$ cat config.mk
export PLATFORM = sky130hd
export DESIGN_NAME = mst_sequencer
export DESIGN_NICKNAME = d
export VERILOG_FILES = /design/src/design/mst_pkg.sv /design/src/design/mst_sequencer.sv /design/src/design/mst_timer.sv
export SDC_FILE = /design/constraint.sdc
export NUM_CORES = 1
export LEC_CHECK = 0
export ABC_AREA = 1
export BUFFER_PORTS_ARGS = -buffer_cell sky130_fd_sc_hd__buf_2
export CORE_AREA = 2 2 127 129
export DETAILED_ROUTE_END_ITERATION = 8
export DIE_AREA = 0 0 129 131
export PLACE_DENSITY = 0.92
export SLEW_MARGIN = 20
export SYNTH_ARGS = -nofsm -noshare
export SYNTH_HDL_FRONTEND = slang
export SYNTH_HIERARCHICAL = 1
export SYNTH_SLANG_ARGS = --single-unit
$ cat constraint.sdc
create_clock -name clk_sys -period 3.7 [get_ports clk_sys]
set_clock_uncertainty 0.05 [all_clocks]
set_input_delay 0.37 -clock clk_sys [delete_from_list [all_inputs] [get_ports clk_sys]]
set_output_delay 0.37 -clock clk_sys [all_outputs]
set_load 0.03 [all_outputs]
$ cat src/design/mst_pkg.sv
// Shared constants for the motor start sequencer.
// Assumes one system clock; every user of these names imports mst_pkg::*.
package mst_pkg;

	// Sequencer states, Gray coded in declaration order
	typedef enum logic [3:0] {
		ST_POWER_ON = 4'h0,
		ST_IDLE = 4'h1,
		ST_ISD = 4'h3,
		ST_DIR = 4'h2,
		ST_RESYNC = 4'h6,
		ST_REV_EN = 4'h7,
		ST_REV_SPD = 4'h5,
		ST_REV_CL = 4'h4,
		ST_REV_OL = 4'hC,
		ST_COAST_EN = 4'hD,
		ST_COAST = 4'hF,
		ST_BRAKE_EN = 4'hE,
		ST_BRAKE = 4'hA,
		ST_STARTUP = 4'hB,
		ST_OPEN_LOOP = 4'h9,
		ST_CLOSED = 4'h8
	} mst_state_t;

	// Configuration bit values
	localparam logic CFG_ON = 1'h1;
	localparam logic CFG_OFF = 1'h0;
	localparam logic DIR_METHOD_ISD = 1'h0;
	localparam logic DIR_METHOD_REVERSE = 1'h1;
	localparam logic BRAKE_BY_TIME = 1'h0;
	localparam logic BRAKE_BY_CURRENT = 1'h1;
	localparam logic BRAKE_LOW_SIDE = 1'h0;
	localparam logic BRAKE_HIGH_SIDE = 1'h1;
	localparam logic POWER_STANDBY = 1'h0;
	localparam logic POWER_SLEEP = 1'h1;

	// Gate patterns for the three half-bridges
	localparam logic [2:0] GATES_OFF = 3'h0;
	localparam logic [2:0] GATES_ALL = 3'h7;

endpackage

$ cat src/design/mst_sequencer.sv
// Motor start sequencer: decides how to bring the motor up after power-on,
// a non-zero speed command or a direction change request.
// Assumes speed, back-EMF and current figures come from same-clock logic;
// only the speed/wake pin and nrst are asynchronous.
// Notes on behaviour
// - At power-on, load parameters from storage before any drive decision.
// - Idle holds speed reference at zero; sleep or standby per mode and pin.
// - Stay idle while speed reference is zero; leave when it rises.
// - Direction change: method 0 to detect check, 1 to handoff check.
// - Detection enabled goes to stationary check, else to brake check.
// - Back-EMF below either threshold means stationary, go brake check.
// - Spinning: forward goes to resync check, reverse to reverse drive check.
// - Resync enabled goes to resync speed check, disabled to coast check.
// - Fast forward spin enters closed loop seeded; slower enters open loop.
// - Reverse drive enabled goes to reverse speed check, else coast check.
// - Reverse decelerates closed loop above handoff, open loop below.
// - Open loop passes zero, accelerates forward, closes loop when fast.
// - Coast enabled runs coast routine, disabled goes to brake check.
// - Coast switches off all six bridge switches for coast duration.
// - Brake enabled runs brake routine, disabled goes to stationary start-up.
// - Brake by time lasts duration; by current until currents stay low.
// - Current brake still ends when the brake duration expires.
// - Time brake uses selected side; current brake uses low side only.
// - Closed loop runs sensorless field-oriented control on estimated angle.
`timescale 1ns/1ps
module mst_sequencer
	import mst_pkg::*;
#(
	parameter int SW = 16,
	parameter int TW = 16
) (
	input wire logic clk_sys,
	input wire logic nrst,
	input wire logic param_load_done,
	input wire logic [SW-1:0] speed_ref,
	input wire logic power_mode_select,
	input wire logic speed_wake_pin,
	input wire logic dir_change_req,
	input wire logic dir_change_method,
	input wire logic initial_detect_enable,
	input wire logic isd_done,
	input wire logic [SW-1:0] isd_bemf,
	input wire logic [SW-1:0] isd_speed,
	input wire logic isd_reverse,
	input wire logic [SW-1:0] stationary_bemf_threshold,
	input wire logic [SW-1:0] tach_output_bemf_threshold,
	input wire logic forward_resync_enable,
	input wire logic [SW-1:0] forward_resync_speed_threshold,
	input wire logic reverse_drive_enable,
	input wire logic [SW-1:0] open_to_closed_handoff_threshold,
	input wire logic [SW-1:0] loop_handoff_threshold,
	input wire logic [SW-1:0] est_speed,
	input wire logic est_reverse,
	input wire logic coast_enable,
	input wire logic [TW-1:0] coast_duration,
	input wire logic brake_enable,
	input wire logic braking_type_select,
	input wire logic braking_side_select,
	input wire logic [TW-1:0] braking_duration,
	input wire logic [SW-1:0] braking_current_threshold,
	input wire logic [TW-1:0] low_current_hold_time,
	input wire logic [SW-1:0] phase_current_a,
	input wire logic [SW-1:0] phase_current_b,
	input wire logic [SW-1:0] phase_current_c,
	input wire logic startup_done,
	output logic param_load_req,
	output logic [SW-1:0] speed_ref_out,
	output logic sleep_req,
	output logic standby_req,
	output logic isd_start,
	output logic bridge_override,
	output logic [2:0] hs_gate_on,
	output logic [2:0] ls_gate_on,
	output logic startup_req,
	output logic open_loop_on,
	output logic closed_loop_on,
	output logic reverse_drive_on,
	output logic seed_from_isd,
	output logic angle_from_estimator,
	output logic [3:0] state_out
);

	logic rst_meta_reg, rst_n;
	logic wake_meta_reg, wake_reg;
	mst_state_t state_reg, state_next;
	logic enter_coast, enter_brake, coast_done, brake_time_done;
	logic low_current, persist_done, brake_over, stationary;
	logic [SW-1:0] speed_ref_out_next;
	logic sleep_next, standby_next, isd_start_next, override_next;
	logic [2:0] hs_next, ls_next;
	logic startup_next, open_next, closed_next, reverse_next;
	logic seed_next, load_req_next;
	// Reset release through two flip-flops
	always_ff @(posedge clk_sys or negedge nrst) begin
		if (!nrst) begin
			rst_meta_reg <= 1'b0;
			rst_n <= 1'b0;
		end else begin
			rst_meta_reg <= 1'b1;
			rst_n <= rst_meta_reg;
		end
	end
	// Speed/wake pin synchroniser
	always_ff @(posedge clk_sys or negedge rst_n) begin
		if (!rst_n) begin
			wake_meta_reg <= 1'b0;
			wake_reg <= 1'b0;
		end else begin
			wake_meta_reg <= speed_wake_pin;
			wake_reg <= wake_meta_reg;
		end
	end
	// Duration timers, loaded on entry to their routines
	assign enter_coast = (state_next == ST_COAST) && (state_reg != ST_COAST);
	assign enter_brake = (state_next == ST_BRAKE) && (state_reg != ST_BRAKE);
	assign low_current = (phase_current_a < braking_current_threshold) &&
		(phase_current_b < braking_current_threshold) &&
		(phase_current_c < braking_current_threshold);
	mst_timer #(.W(TW)) u_coast_timer (
		.clk_sys(clk_sys),
		.rst_n(rst_n),
		.load(enter_coast),
		.len(coast_duration),
		.done(coast_done)
	);
	mst_timer #(.W(TW)) u_brake_timer (
		.clk_sys(clk_sys),
		.rst_n(rst_n),
		.load(enter_brake),
		.len(braking_duration),
		.done(brake_time_done)
	);
	// Persistence restarts whenever any phase current is high
	mst_timer #(.W(TW)) u_persist_timer (
		.clk_sys(clk_sys),
		.rst_n(rst_n),
		.load(enter_brake || !low_current),
		.len(low_current_hold_time),
		.done(persist_done)
	);
	// Brake end: timeout always applies, current check only when selected
	assign brake_over = brake_time_done ||
		((braking_type_select == BRAKE_BY_CURRENT) && persist_done &&
		low_current);
	// Stationary if back-EMF is below either threshold
	assign stationary = (isd_bemf < stationary_bemf_threshold) ||
		(isd_bemf < tach_output_bemf_threshold);
	// Next state
	always_comb begin
		state_next = state_reg;
		unique case (state_reg)
			ST_POWER_ON: begin
				if (param_load_done) begin
					state_next = ST_IDLE;
				end
			end
			ST_IDLE: begin
				if (speed_ref != '0) begin
					state_next = (initial_detect_enable == CFG_ON) ?
						ST_ISD : ST_BRAKE_EN;
				end
			end
			ST_ISD: begin
				if (isd_done) begin
					state_next = stationary ? ST_BRAKE_EN : ST_DIR;
				end
			end
			ST_DIR: begin
				state_next = isd_reverse ? ST_REV_EN : ST_RESYNC;
			end
			ST_RESYNC: begin
				if (forward_resync_enable == CFG_OFF) begin
					state_next = ST_COAST_EN;
				end else if (isd_speed > forward_resync_speed_threshold) begin
					state_next = ST_CLOSED;
				end else begin
					state_next = ST_OPEN_LOOP;
				end
			end
			ST_REV_EN: begin
				state_next = (reverse_drive_enable == CFG_ON) ?
					ST_REV_SPD : ST_COAST_EN;
			end
			ST_REV_SPD: begin
				state_next = (isd_speed > open_to_closed_handoff_threshold) ?
					ST_REV_CL : ST_REV_OL;
			end
			ST_REV_CL: begin
				if (est_speed < loop_handoff_threshold) begin
					state_next = ST_REV_OL;
				end
			end
			ST_REV_OL: begin
				if (!est_reverse) begin
					state_next = ST_OPEN_LOOP;
				end
			end
			ST_COAST_EN: begin
				state_next = (coast_enable == CFG_ON) ?
					ST_COAST : ST_BRAKE_EN;
			end
			ST_COAST: begin
				if (coast_done) begin
					state_next = ST_BRAKE_EN;
				end
			end
			ST_BRAKE_EN: begin
				state_next = (brake_enable == CFG_ON) ?
					ST_BRAKE : ST_STARTUP;
			end
			ST_BRAKE: begin
				if (brake_over) begin
					state_next = ST_STARTUP;
				end
			end
			ST_STARTUP: begin
				if (startup_done) begin
					state_next = ST_OPEN_LOOP;
				end
			end
			ST_OPEN_LOOP: begin
				if (est_speed > open_to_closed_handoff_threshold) begin
					state_next = ST_CLOSED;
				end
			end
			ST_CLOSED: state_next = ST_CLOSED;
		endcase
		// Stop and direction change apply to a running drive
		if (state_reg == ST_OPEN_LOOP || state_reg == ST_CLOSED) begin
			if (speed_ref == '0) begin
				state_next = ST_IDLE;
			end else if (dir_change_req) begin
				if (dir_change_method == DIR_METHOD_REVERSE) begin
					state_next = ST_REV_SPD;
				end else begin
					state_next = (initial_detect_enable == CFG_ON) ?
						ST_ISD : ST_BRAKE_EN;
				end
			end
		end
	end
	// Output values for the state about to be entered
	always_comb begin
		load_req_next = (state_next == ST_POWER_ON);
		speed_ref_out_next = speed_ref;
		sleep_next = 1'b0;
		standby_next = 1'b0;
		isd_start_next = (state_next == ST_ISD) && (state_reg != ST_ISD);
		override_next = 1'b0;
		hs_next = GATES_OFF;
		ls_next = GATES_OFF;
		startup_next = (state_next == ST_STARTUP);
		open_next = (state_next == ST_OPEN_LOOP) || (state_next == ST_REV_OL);
		closed_next = (state_next == ST_CLOSED) || (state_next == ST_REV_CL);
		reverse_next = (state_next == ST_REV_CL) || (state_next == ST_REV_OL);
		seed_next = (state_reg == ST_RESYNC) && (state_next == ST_CLOSED);
		if (state_next == ST_POWER_ON || state_next == ST_IDLE) begin
			speed_ref_out_next = '0;
		end
		if (state_next == ST_IDLE) begin
			if (power_mode_select == POWER_SLEEP && !wake_reg) begin
				sleep_next = 1'b1;
			end else begin
				standby_next = 1'b1;
			end
		end
		if (state_next == ST_COAST) begin
			override_next = 1'b1;
		end
		if (state_next == ST_BRAKE) begin
			override_next = 1'b1;
			if (braking_type_select == BRAKE_BY_TIME &&
				braking_side_select == BRAKE_HIGH_SIDE) begin
				hs_next = GATES_ALL;
			end else begin
				ls_next = GATES_ALL;
			end
		end
	end
	// State and output registers
	always_ff @(posedge clk_sys or negedge rst_n) begin
		if (!rst_n) begin
			state_reg <= ST_POWER_ON;
			param_load_req <= 1'b1;
			speed_ref_out <= '0;
			sleep_req <= 1'b0;
			standby_req <= 1'b0;
			isd_start <= 1'b0;
			bridge_override <= 1'b0;
			hs_gate_on <= GATES_OFF;
			ls_gate_on <= GATES_OFF;
			startup_req <= 1'b0;
			open_loop_on <= 1'b0;
			closed_loop_on <= 1'b0;
			reverse_drive_on <= 1'b0;
			seed_from_isd <= 1'b0;
			angle_from_estimator <= 1'b0;
		end else begin
			state_reg <= state_next;
			param_load_req <= load_req_next;
			speed_ref_out <= speed_ref_out_next;
			sleep_req <= sleep_next;
			standby_req <= standby_next;
			isd_start <= isd_start_next;
			bridge_override <= override_next;
			hs_gate_on <= hs_next;
			ls_gate_on <= ls_next;
			startup_req <= startup_next;
			open_loop_on <= open_next;
			closed_loop_on <= closed_next;
			reverse_drive_on <= reverse_next;
			seed_from_isd <= seed_next;
			angle_from_estimator <= closed_next;
		end
	end
	assign state_out = state_reg;
endmodule

$ cat src/design/mst_timer.sv
// Down-counting duration timer for the sequencer.
// Assumes load and len come from logic on the same clock.
`timescale 1ns/1ps
module mst_timer #(
	parameter int W = 16
) (
	input wire logic clk_sys,
	input wire logic rst_n,
	input wire logic load,
	input wire logic [W-1:0] len,
	output logic done
);

	logic [W-1:0] cnt_reg;
	logic [W-1:0] cnt_next;

	// Reload on entry, then count down to zero and hold
	always_comb begin
		cnt_next = cnt_reg;
		if (load) begin
			cnt_next = len;
		end else if (cnt_reg != '0) begin
			cnt_next = cnt_reg - 1'b1;
		end
	end

	always_ff @(posedge clk_sys or negedge rst_n) begin
		if (!rst_n) begin
			cnt_reg <= '0;
		end else begin
			cnt_reg <= cnt_next;
		end
	end

	// Expiry from the count alone, so done never feeds back into load
	assign done = (cnt_reg == '0);

endmodule

==> results_dict.tcl, run 1 <==
set metrics [dict create \
    first_iter_violations 637 \
    end_kind "register" \
    die_x_um 129 \
    cts_inserted_buffers 9 \
    start_util_pct 55.2 \
    yosysWarningCount 6 \
    wirelength_mm 25.2 \
    worstPathRequired_ns 3.89 \
    synth_top_area_cell "dfrtp_1" \
    drive_above_1_share_pct 26.0 \
    setup_viol_count_final 0 \
    p_per_area_nw_per_um2 537 \
    synthTopCellsByArea "dfrtp_1 24%, ha_1 21%, nand2_1 15%" \
    clk_transition_reported_paths_ns 0.07 \
    hold_viol 0 \
    grt_use_total_pct 29.6 \
    reg2regPathDepth 21 \
    final_util_pct 69.0 \
    grt_antenna_before_repair 5 \
    vias 9240 \
    drc 0 \
    hp-class "in -> reg" \
    cp_cell_sequence "inv_1, ha_2, nand2_2, nor2_2, nand3_1, nor3_1, o22ai_1, o21ai_0, nand3_1, a21oi_1, nand2_1, nor2_1, nand2_1, a21oi_4, nand4_1, inv_1, clkinvlp_4, buf_2, buf_4, nand3_1, nand2_1" \
    first_pass_iters 6 \
    synth-edff-count 0 \
    ys_seq_area_share_pct 24.4 \
    finalCriticalPeriod_ns 3.35 \
    synth.avg_cell_area_sq_um 6.85 \
    vias_per_cell 5.14 \
    synthTopCellsByCount "355 x nand2_1, 228 x inv_1, 141 x ha_1" \
    finalMaxSlewViolations 0 \
    synth_cell_type_count 49 \
    whs_ns 0.0767 \
    ios 311 \
    r2r_end "u_brake_timer/cnt_reg[11]" \
    detail-route-antenna-nets 0 \
    hold_start "speed_wake_pin" \
    p_total_mw 5.79 \
    worstSetupStartpointType "register" \
    wire_per_inst_um 14.0 \
    dieArea_sq_um 16900 \
    synth_top_area_share_pct 24.1 \
    gp_congestion 0.973 \
    nNetsFinal 1989 \
    synth_ff_type "dfrtp_1" \
    ir_drop_mv 0.430 \
    place_inst 1771 \
    status "finished, final reports clean" \
    reg2reg_slack_ns 0.35 \
    pre_cts_slack_ns 0.415 \
    syn_nets 1672 \
    timing.final.crit_share_pct 90.4 \
    h-tree-depth 3 \
    ys_async_sr_fraction_pct 100 \
    cp_slowest_stage_delay_ns 0.37 \
    multiInputGateArea_sq_um 5550 \
    max_cap_viol_count 0 \
    setup_ws_ns 0.353 \
    grt_pass1_wl_mm 40.0 \
    critPathSlowestCell "dfrtp_1" \
    area_growth_pct 25.1 \
    worstSetupPathType "reg -> reg" \
    critPathArrivalTime_ns 3.54 \
    regArea_sq_um 2110 \
    cts_buffer_depth 2 \
    grt_pass1_vias 9095 \
    clock_latency_ns 0.35 \
    crit_path_end "u_brake_timer/cnt_reg[11]" \
    port_buffers 310 \
    place_hpwl_mm 21.0 \
    nFillCells 1254 \
    rows 46 \
    fin_cells 1799 \
    synth_seq_cells 84 \
    power.leakage_nw 6.51 \
    grt_overflow 0 \
    critPathMaxFanout 6 \
    grt_max_degree 83 \
    cts_tree "built" \
    crit_start "u_coast_timer/cnt_reg[0]" \
    synth_most_common_cell "nand2_1" \
    fp.dieH_um 131 \
    syn-cell-area_sq_um 8610 \
    timing.rr.start "u_coast_timer/cnt_reg[0]" \
    root_buffer "clkbuf_16" \
    cts_sinks 84 \
    syn_inst 1257 \
    coreArea_sq_um 15600 \
    fmax_mhz 299 \
]
-- layout make-up --
cell class                      count  share of cell area (%)
Timing Repair Buffer              321                    15.4
Clock buffer                        9                    2.09
Antenna cell                        4                  0.0930
Tap cell                          216                    2.51
Sequential cell                    84                    19.6
Multi-Input combinational cell    926                    51.5
Inverter                          232                    8.12
Clock inverter                      7                   0.744
-- worst min-delay path by stage --
stage,end,slack [ns],cells past startpoint
5_1_grt,wake_meta_reg,0.06,1
3_3_place_gp,rst_meta_reg,0.11,1
4_1_cts,wake_meta_reg,0.07,1
2_1_floorplan,rst_meta_reg,0.02,0
3_5_place_dp,rst_meta_reg,0.11,1
6_report,wake_meta_reg,0.08,1
-- stage by stage --
stage	cell area (sq um)	TNS [ns]
5_1_grt	10800	-0.0974
4_1_cts	10700	0
3_5_place_dp	10400	0
3_3_place_gp	10400	0
2_1_floorplan	8610	0
6_report	10800	0
-- kinds of logic after synthesis --
family | synth area share (%)
other cells | 0.0436
compound gates | 9.81
xor+xnor | 1.53
simple gates | 32.5
buf+inv | 11.2
flops | 24.4
fa+ha+maj | 20.5
-- routing by layer --
metal	up-vias	wire (um)	share of wire (%)	global-route usage, %
li1	4614	-	-	-
met1	4133	9960	40	32.6
met2	409	12600	50	54.5
met3	84	1650	6.6	6.11
met4	0	1050	4.1	14.1
met5	-	0	0	0
-- critical path, delay by kind of cell (launching register included) --
family	cells	cell delay, ns
simple gates	11	1.17
buf+inv	5	0.81
compound gates	4	0.57
flops	1	0.37
fa+ha+maj	1	0.24
-- what timing repair did --
| item | CTS | global route |
|---|---|---|
| setup endpoints to repair | 0 | 2 |
| hold buffers | 1 | 0 |
| resized for setup | 0 | 3 |
| setup buffers | 0 | 6 |
| hold endpoints to repair | 2 | 0 |
-- power breakdown --
group	leakage (nW)	switching, mW	total [mW]	internal, mW
Clock	0.143	0.399	0.930	0.531
Sequential	1.03	0.324	1.62	1.29
Combinational	5.34	2.14	3.24	1.10
Total	6.51	2.86	5.79	2.92
-- cells in the final DEF (no fill, tap or decap), types with 6 or more instances in the layout --
cell and count:
nand3b_1 7, nand2_2 13, o21ai_1 6, nand3_2 8, o21ai_0 36, nand4_1 11
dfrtp_1 82, o21a_1 7, o21bai_1 11, nor2_4 10, nor3_1 16, nor2_2 19
clkbuf_16 9, buf_2 311, nand2_1 355, xor2_1 9, ha_1 140, buf_4 8
inv_1 227, nor2_1 116, a21oi_1 61, nand3_1 60, xnor2_1 6
Power figures use the tool's default switching activity.
==> run 2, diff against run 1 <==
--- a/config.mk
+++ b/config.mk
@@ -7,12 +7,11 @@
 export LEC_CHECK = 0
 export ABC_AREA = 1
 export BUFFER_PORTS_ARGS = -buffer_cell sky130_fd_sc_hd__buf_2
-export CORE_AREA = 2 2 127 129
+export CORE_AREA = 2 2 125 127
 export DETAILED_ROUTE_END_ITERATION = 8
-export DIE_AREA = 0 0 129 131
-export PLACE_DENSITY = 0.92
+export DIE_AREA = 0 0 127 129
+export PLACE_DENSITY = 0.91
 export SLEW_MARGIN = 20
 export SYNTH_ARGS = -nofsm -noshare
 export SYNTH_HDL_FRONTEND = slang
-export SYNTH_HIERARCHICAL = 1
 export SYNTH_SLANG_ARGS = --single-unit
==> run 2 against run 1 <==
- count of clock-buffer cells in the layout stayed put
- non-clock buffer count down 6
- register-to-register slack gained 0.37 ns
- sequential cell count did not move
- critical path type unchanged
==> results_dict.tcl, run 2 <==
set metrics [dict create \
    place_hpwl_mm 19.5 \
    clk_transition_reported_paths_ns 0.07 \
    setup_tns_ns 0 \
    grt_pass1_vias 8259 \
    setup_viol_count_final 0 \
    finalCriticalPeriod_ns 2.98 \
    max_cap_viol_count 0 \
    first_pass_iters 5 \
    slew_headroom_pct 59.0 \
    rows 45 \
    hold_viol 0 \
    ir_drop_mv 0.225 \
    first_iter_violations 365 \
    grt_overflow 0 \
    die_x_um 127 \
    cts_sinks 84 \
    cp_cell_sequence "inv_1, ha_1, nand2_1, nor3_2, nor3b_4, nand3_2, nor2_2, nand2_2, nand2_1, nand2_1, nand3_1, nand2_2, nand2_4, nor2_2, nand3_2, buf_4, nand3_1, nand2_1, inv_1" \
    cp_common_cell "nand2_1" \
    place_inst 1667 \
    critPathArrivalTime_ns 3.16 \
    synthTopCellsByArea "dfrtp_1 25%, ha_1 22%, nand2_1 14%" \
    p_total_mw 5.09 \
    ys_async_sr_fraction_pct 100 \
    dieArea_sq_um 16400 \
    fmax_mhz 336 \
    p_per_area_nw_per_um2 500 \
    critPathMaxFanout 28 \
    fp.dieH_um 129 \
    ctsHoldBuffers 1 \
    critPathSlowestCell "dfrtp_1" \
    syn_inst 1181 \
    cp_slowest_stage_delay_ns 0.39 \
    detail-route-antenna-nets 0 \
    root_buffer "clkbuf_16" \
    finalMaxSlewViolations 0 \
    hp-class "in -> reg" \
    synth.avg_cell_area_sq_um 6.90 \
    synthTopCellsByCount "310 x nand2_1, 235 x inv_1, 141 x ha_1" \
    syn-cell-area_sq_um 8150 \
    fin_cells 1684 \
    ys_seq_area_share_pct 25.8 \
    synth_most_common_cell "nand2_1" \
    grt_use_total_pct 28.1 \
    cts_buffer_depth 2 \
    antenna_cells 0 \
    synth_seq_cells 84 \
    power.leakage_nw 6.23 \
    drive_above_1_share_pct 23.5 \
    timing.final.crit_share_pct 80.4 \
    synth-edff-count 0 \
    crit_buf_inv 3 \
    nNetsFinal 1907 \
    path_delay_family "simple AND/OR/NAND/NOR gates" \
    vias_per_cell 5.07 \
    port_buffers 310 \
    worstPathRequired_ns 3.88 \
    yosysWarningCount 0 \
    wire_per_inst_um 13.8 \
    end_kind "register" \
    synth_cell_type_count 41 \
    vias 8533 \
    start_util_pct 54.4 \
    synth_top_area_cell "dfrtp_1" \
    h-tree-depth 3 \
    reg2reg_slack_ns 0.72 \
    grt_max_degree 83 \
    drc 0 \
    worst_pin_slew_ns 0.615 \
    worstSetupStartpointType "register" \
    ios 311 \
    wirelength_mm 23.2 \
    area_growth_pct 24.7 \
    cts_tree "built" \
    grt_pass1_wl_mm 37.1 \
    cts_resized 0 \
    layout_common_cells "310 x nand2_1, 310 x buf_2, 235 x inv_1, 141 x ha_1, 122 x nor2_1" \
    status "finished, final reports clean" \
    synth_top_area_share_pct 25.5 \
    synth_ff_type "dfrtp_1" \
    cts_setup_buffers 0 \
    gp_congestion 0.955 \
    cts_inserted_buffers 9 \
    worstSetupPathType "reg -> reg" \
    syn_nets 1596 \
    clock_latency_ns 0.34 \
    grt_antenna_before_repair 0 \
    coreArea_sq_um 15000 \
    rsz0062_at_grt "no" \
]
[run 2: power breakdown]
group	internal, mW	total, mW	switching (mW)	leakage, nW
clock	0.458	0.846	0.388	0.130
sequential	1.29	1.58	0.294	1.02
combinational	0.926	2.65	1.73	5.08
total	2.67	5.09	2.41	6.23
[run 2: worst paths after layout]
kind / from / cells past startpoint / end
setup / recovery: u_brake_timer.cnt_reg[0] / 19 / u_persist_timer.cnt_reg[9]
max in group asynchronous: rst_n / 1 / speed_ref_out[7]
min in group asynchronous: rst_n / 0 / u_persist_timer.cnt_reg[6]
setup reg to reg: u_brake_timer.cnt_reg[0] / 19 / u_persist_timer.cnt_reg[9]
hold reg to reg: rst_n / 0 / u_persist_timer.cnt_reg[6]
hold / removal: speed_wake_pin / 1 / wake_meta_reg
[run 2: final cells by class]
class	count	area, sq um
clock buffer	9	225
clock inverter	6	48.8
fill	1236	4810
inverter	236	886
multi-input combinational	846	5050
sequential	84	2110
tap	188	235
timing repair buffer	315	1610
[run 2: cells by family after synthesis]
| kind of cell | count (synthesis) | share of synthesized area, % |
|---|---|---|
| compound gates | 123 | 8.37 |
| simple gates | 545 | 28.0 |
| buf+inv | 251 | 12.3 |
| flops | 84 | 25.8 |
| xor+xnor | 36 | 3.87 |
| other cells | 1 | 0.0460 |
| fa+ha+maj | 141 | 21.6 |
[run 2: layer usage]
| metal | GRT usage, % | routed length [um] | vias to the layer above | part of all wire (%) |
|---|---|---|---|---|
| li1 | - | - | 4342 | - |
| met3 | 5.24 | 1710 | 73 | 7.4 |
| met2 | 53.3 | 11500 | 368 | 50 |
| met4 | 11.2 | 920 | 0 | 4.0 |
| met5 | 0 | 0 | - | 0 |
| met1 | 31.0 | 9010 | 3750 | 39 |
[run 2: metrics by stage]
step                      hold slack, ns  setup WS (ns)  area, sq um  util, %
after floorplan                   0.0244           1.14         8150        -
after global placement             0.106          0.857         9850     65.8
after detailed placement           0.110          0.788         9850     65.8
after CTS                         0.0833          0.751        10100     67.7
after global routing              0.0855          0.424        10200     67.9
final                             0.0941          0.725        10200     67.9
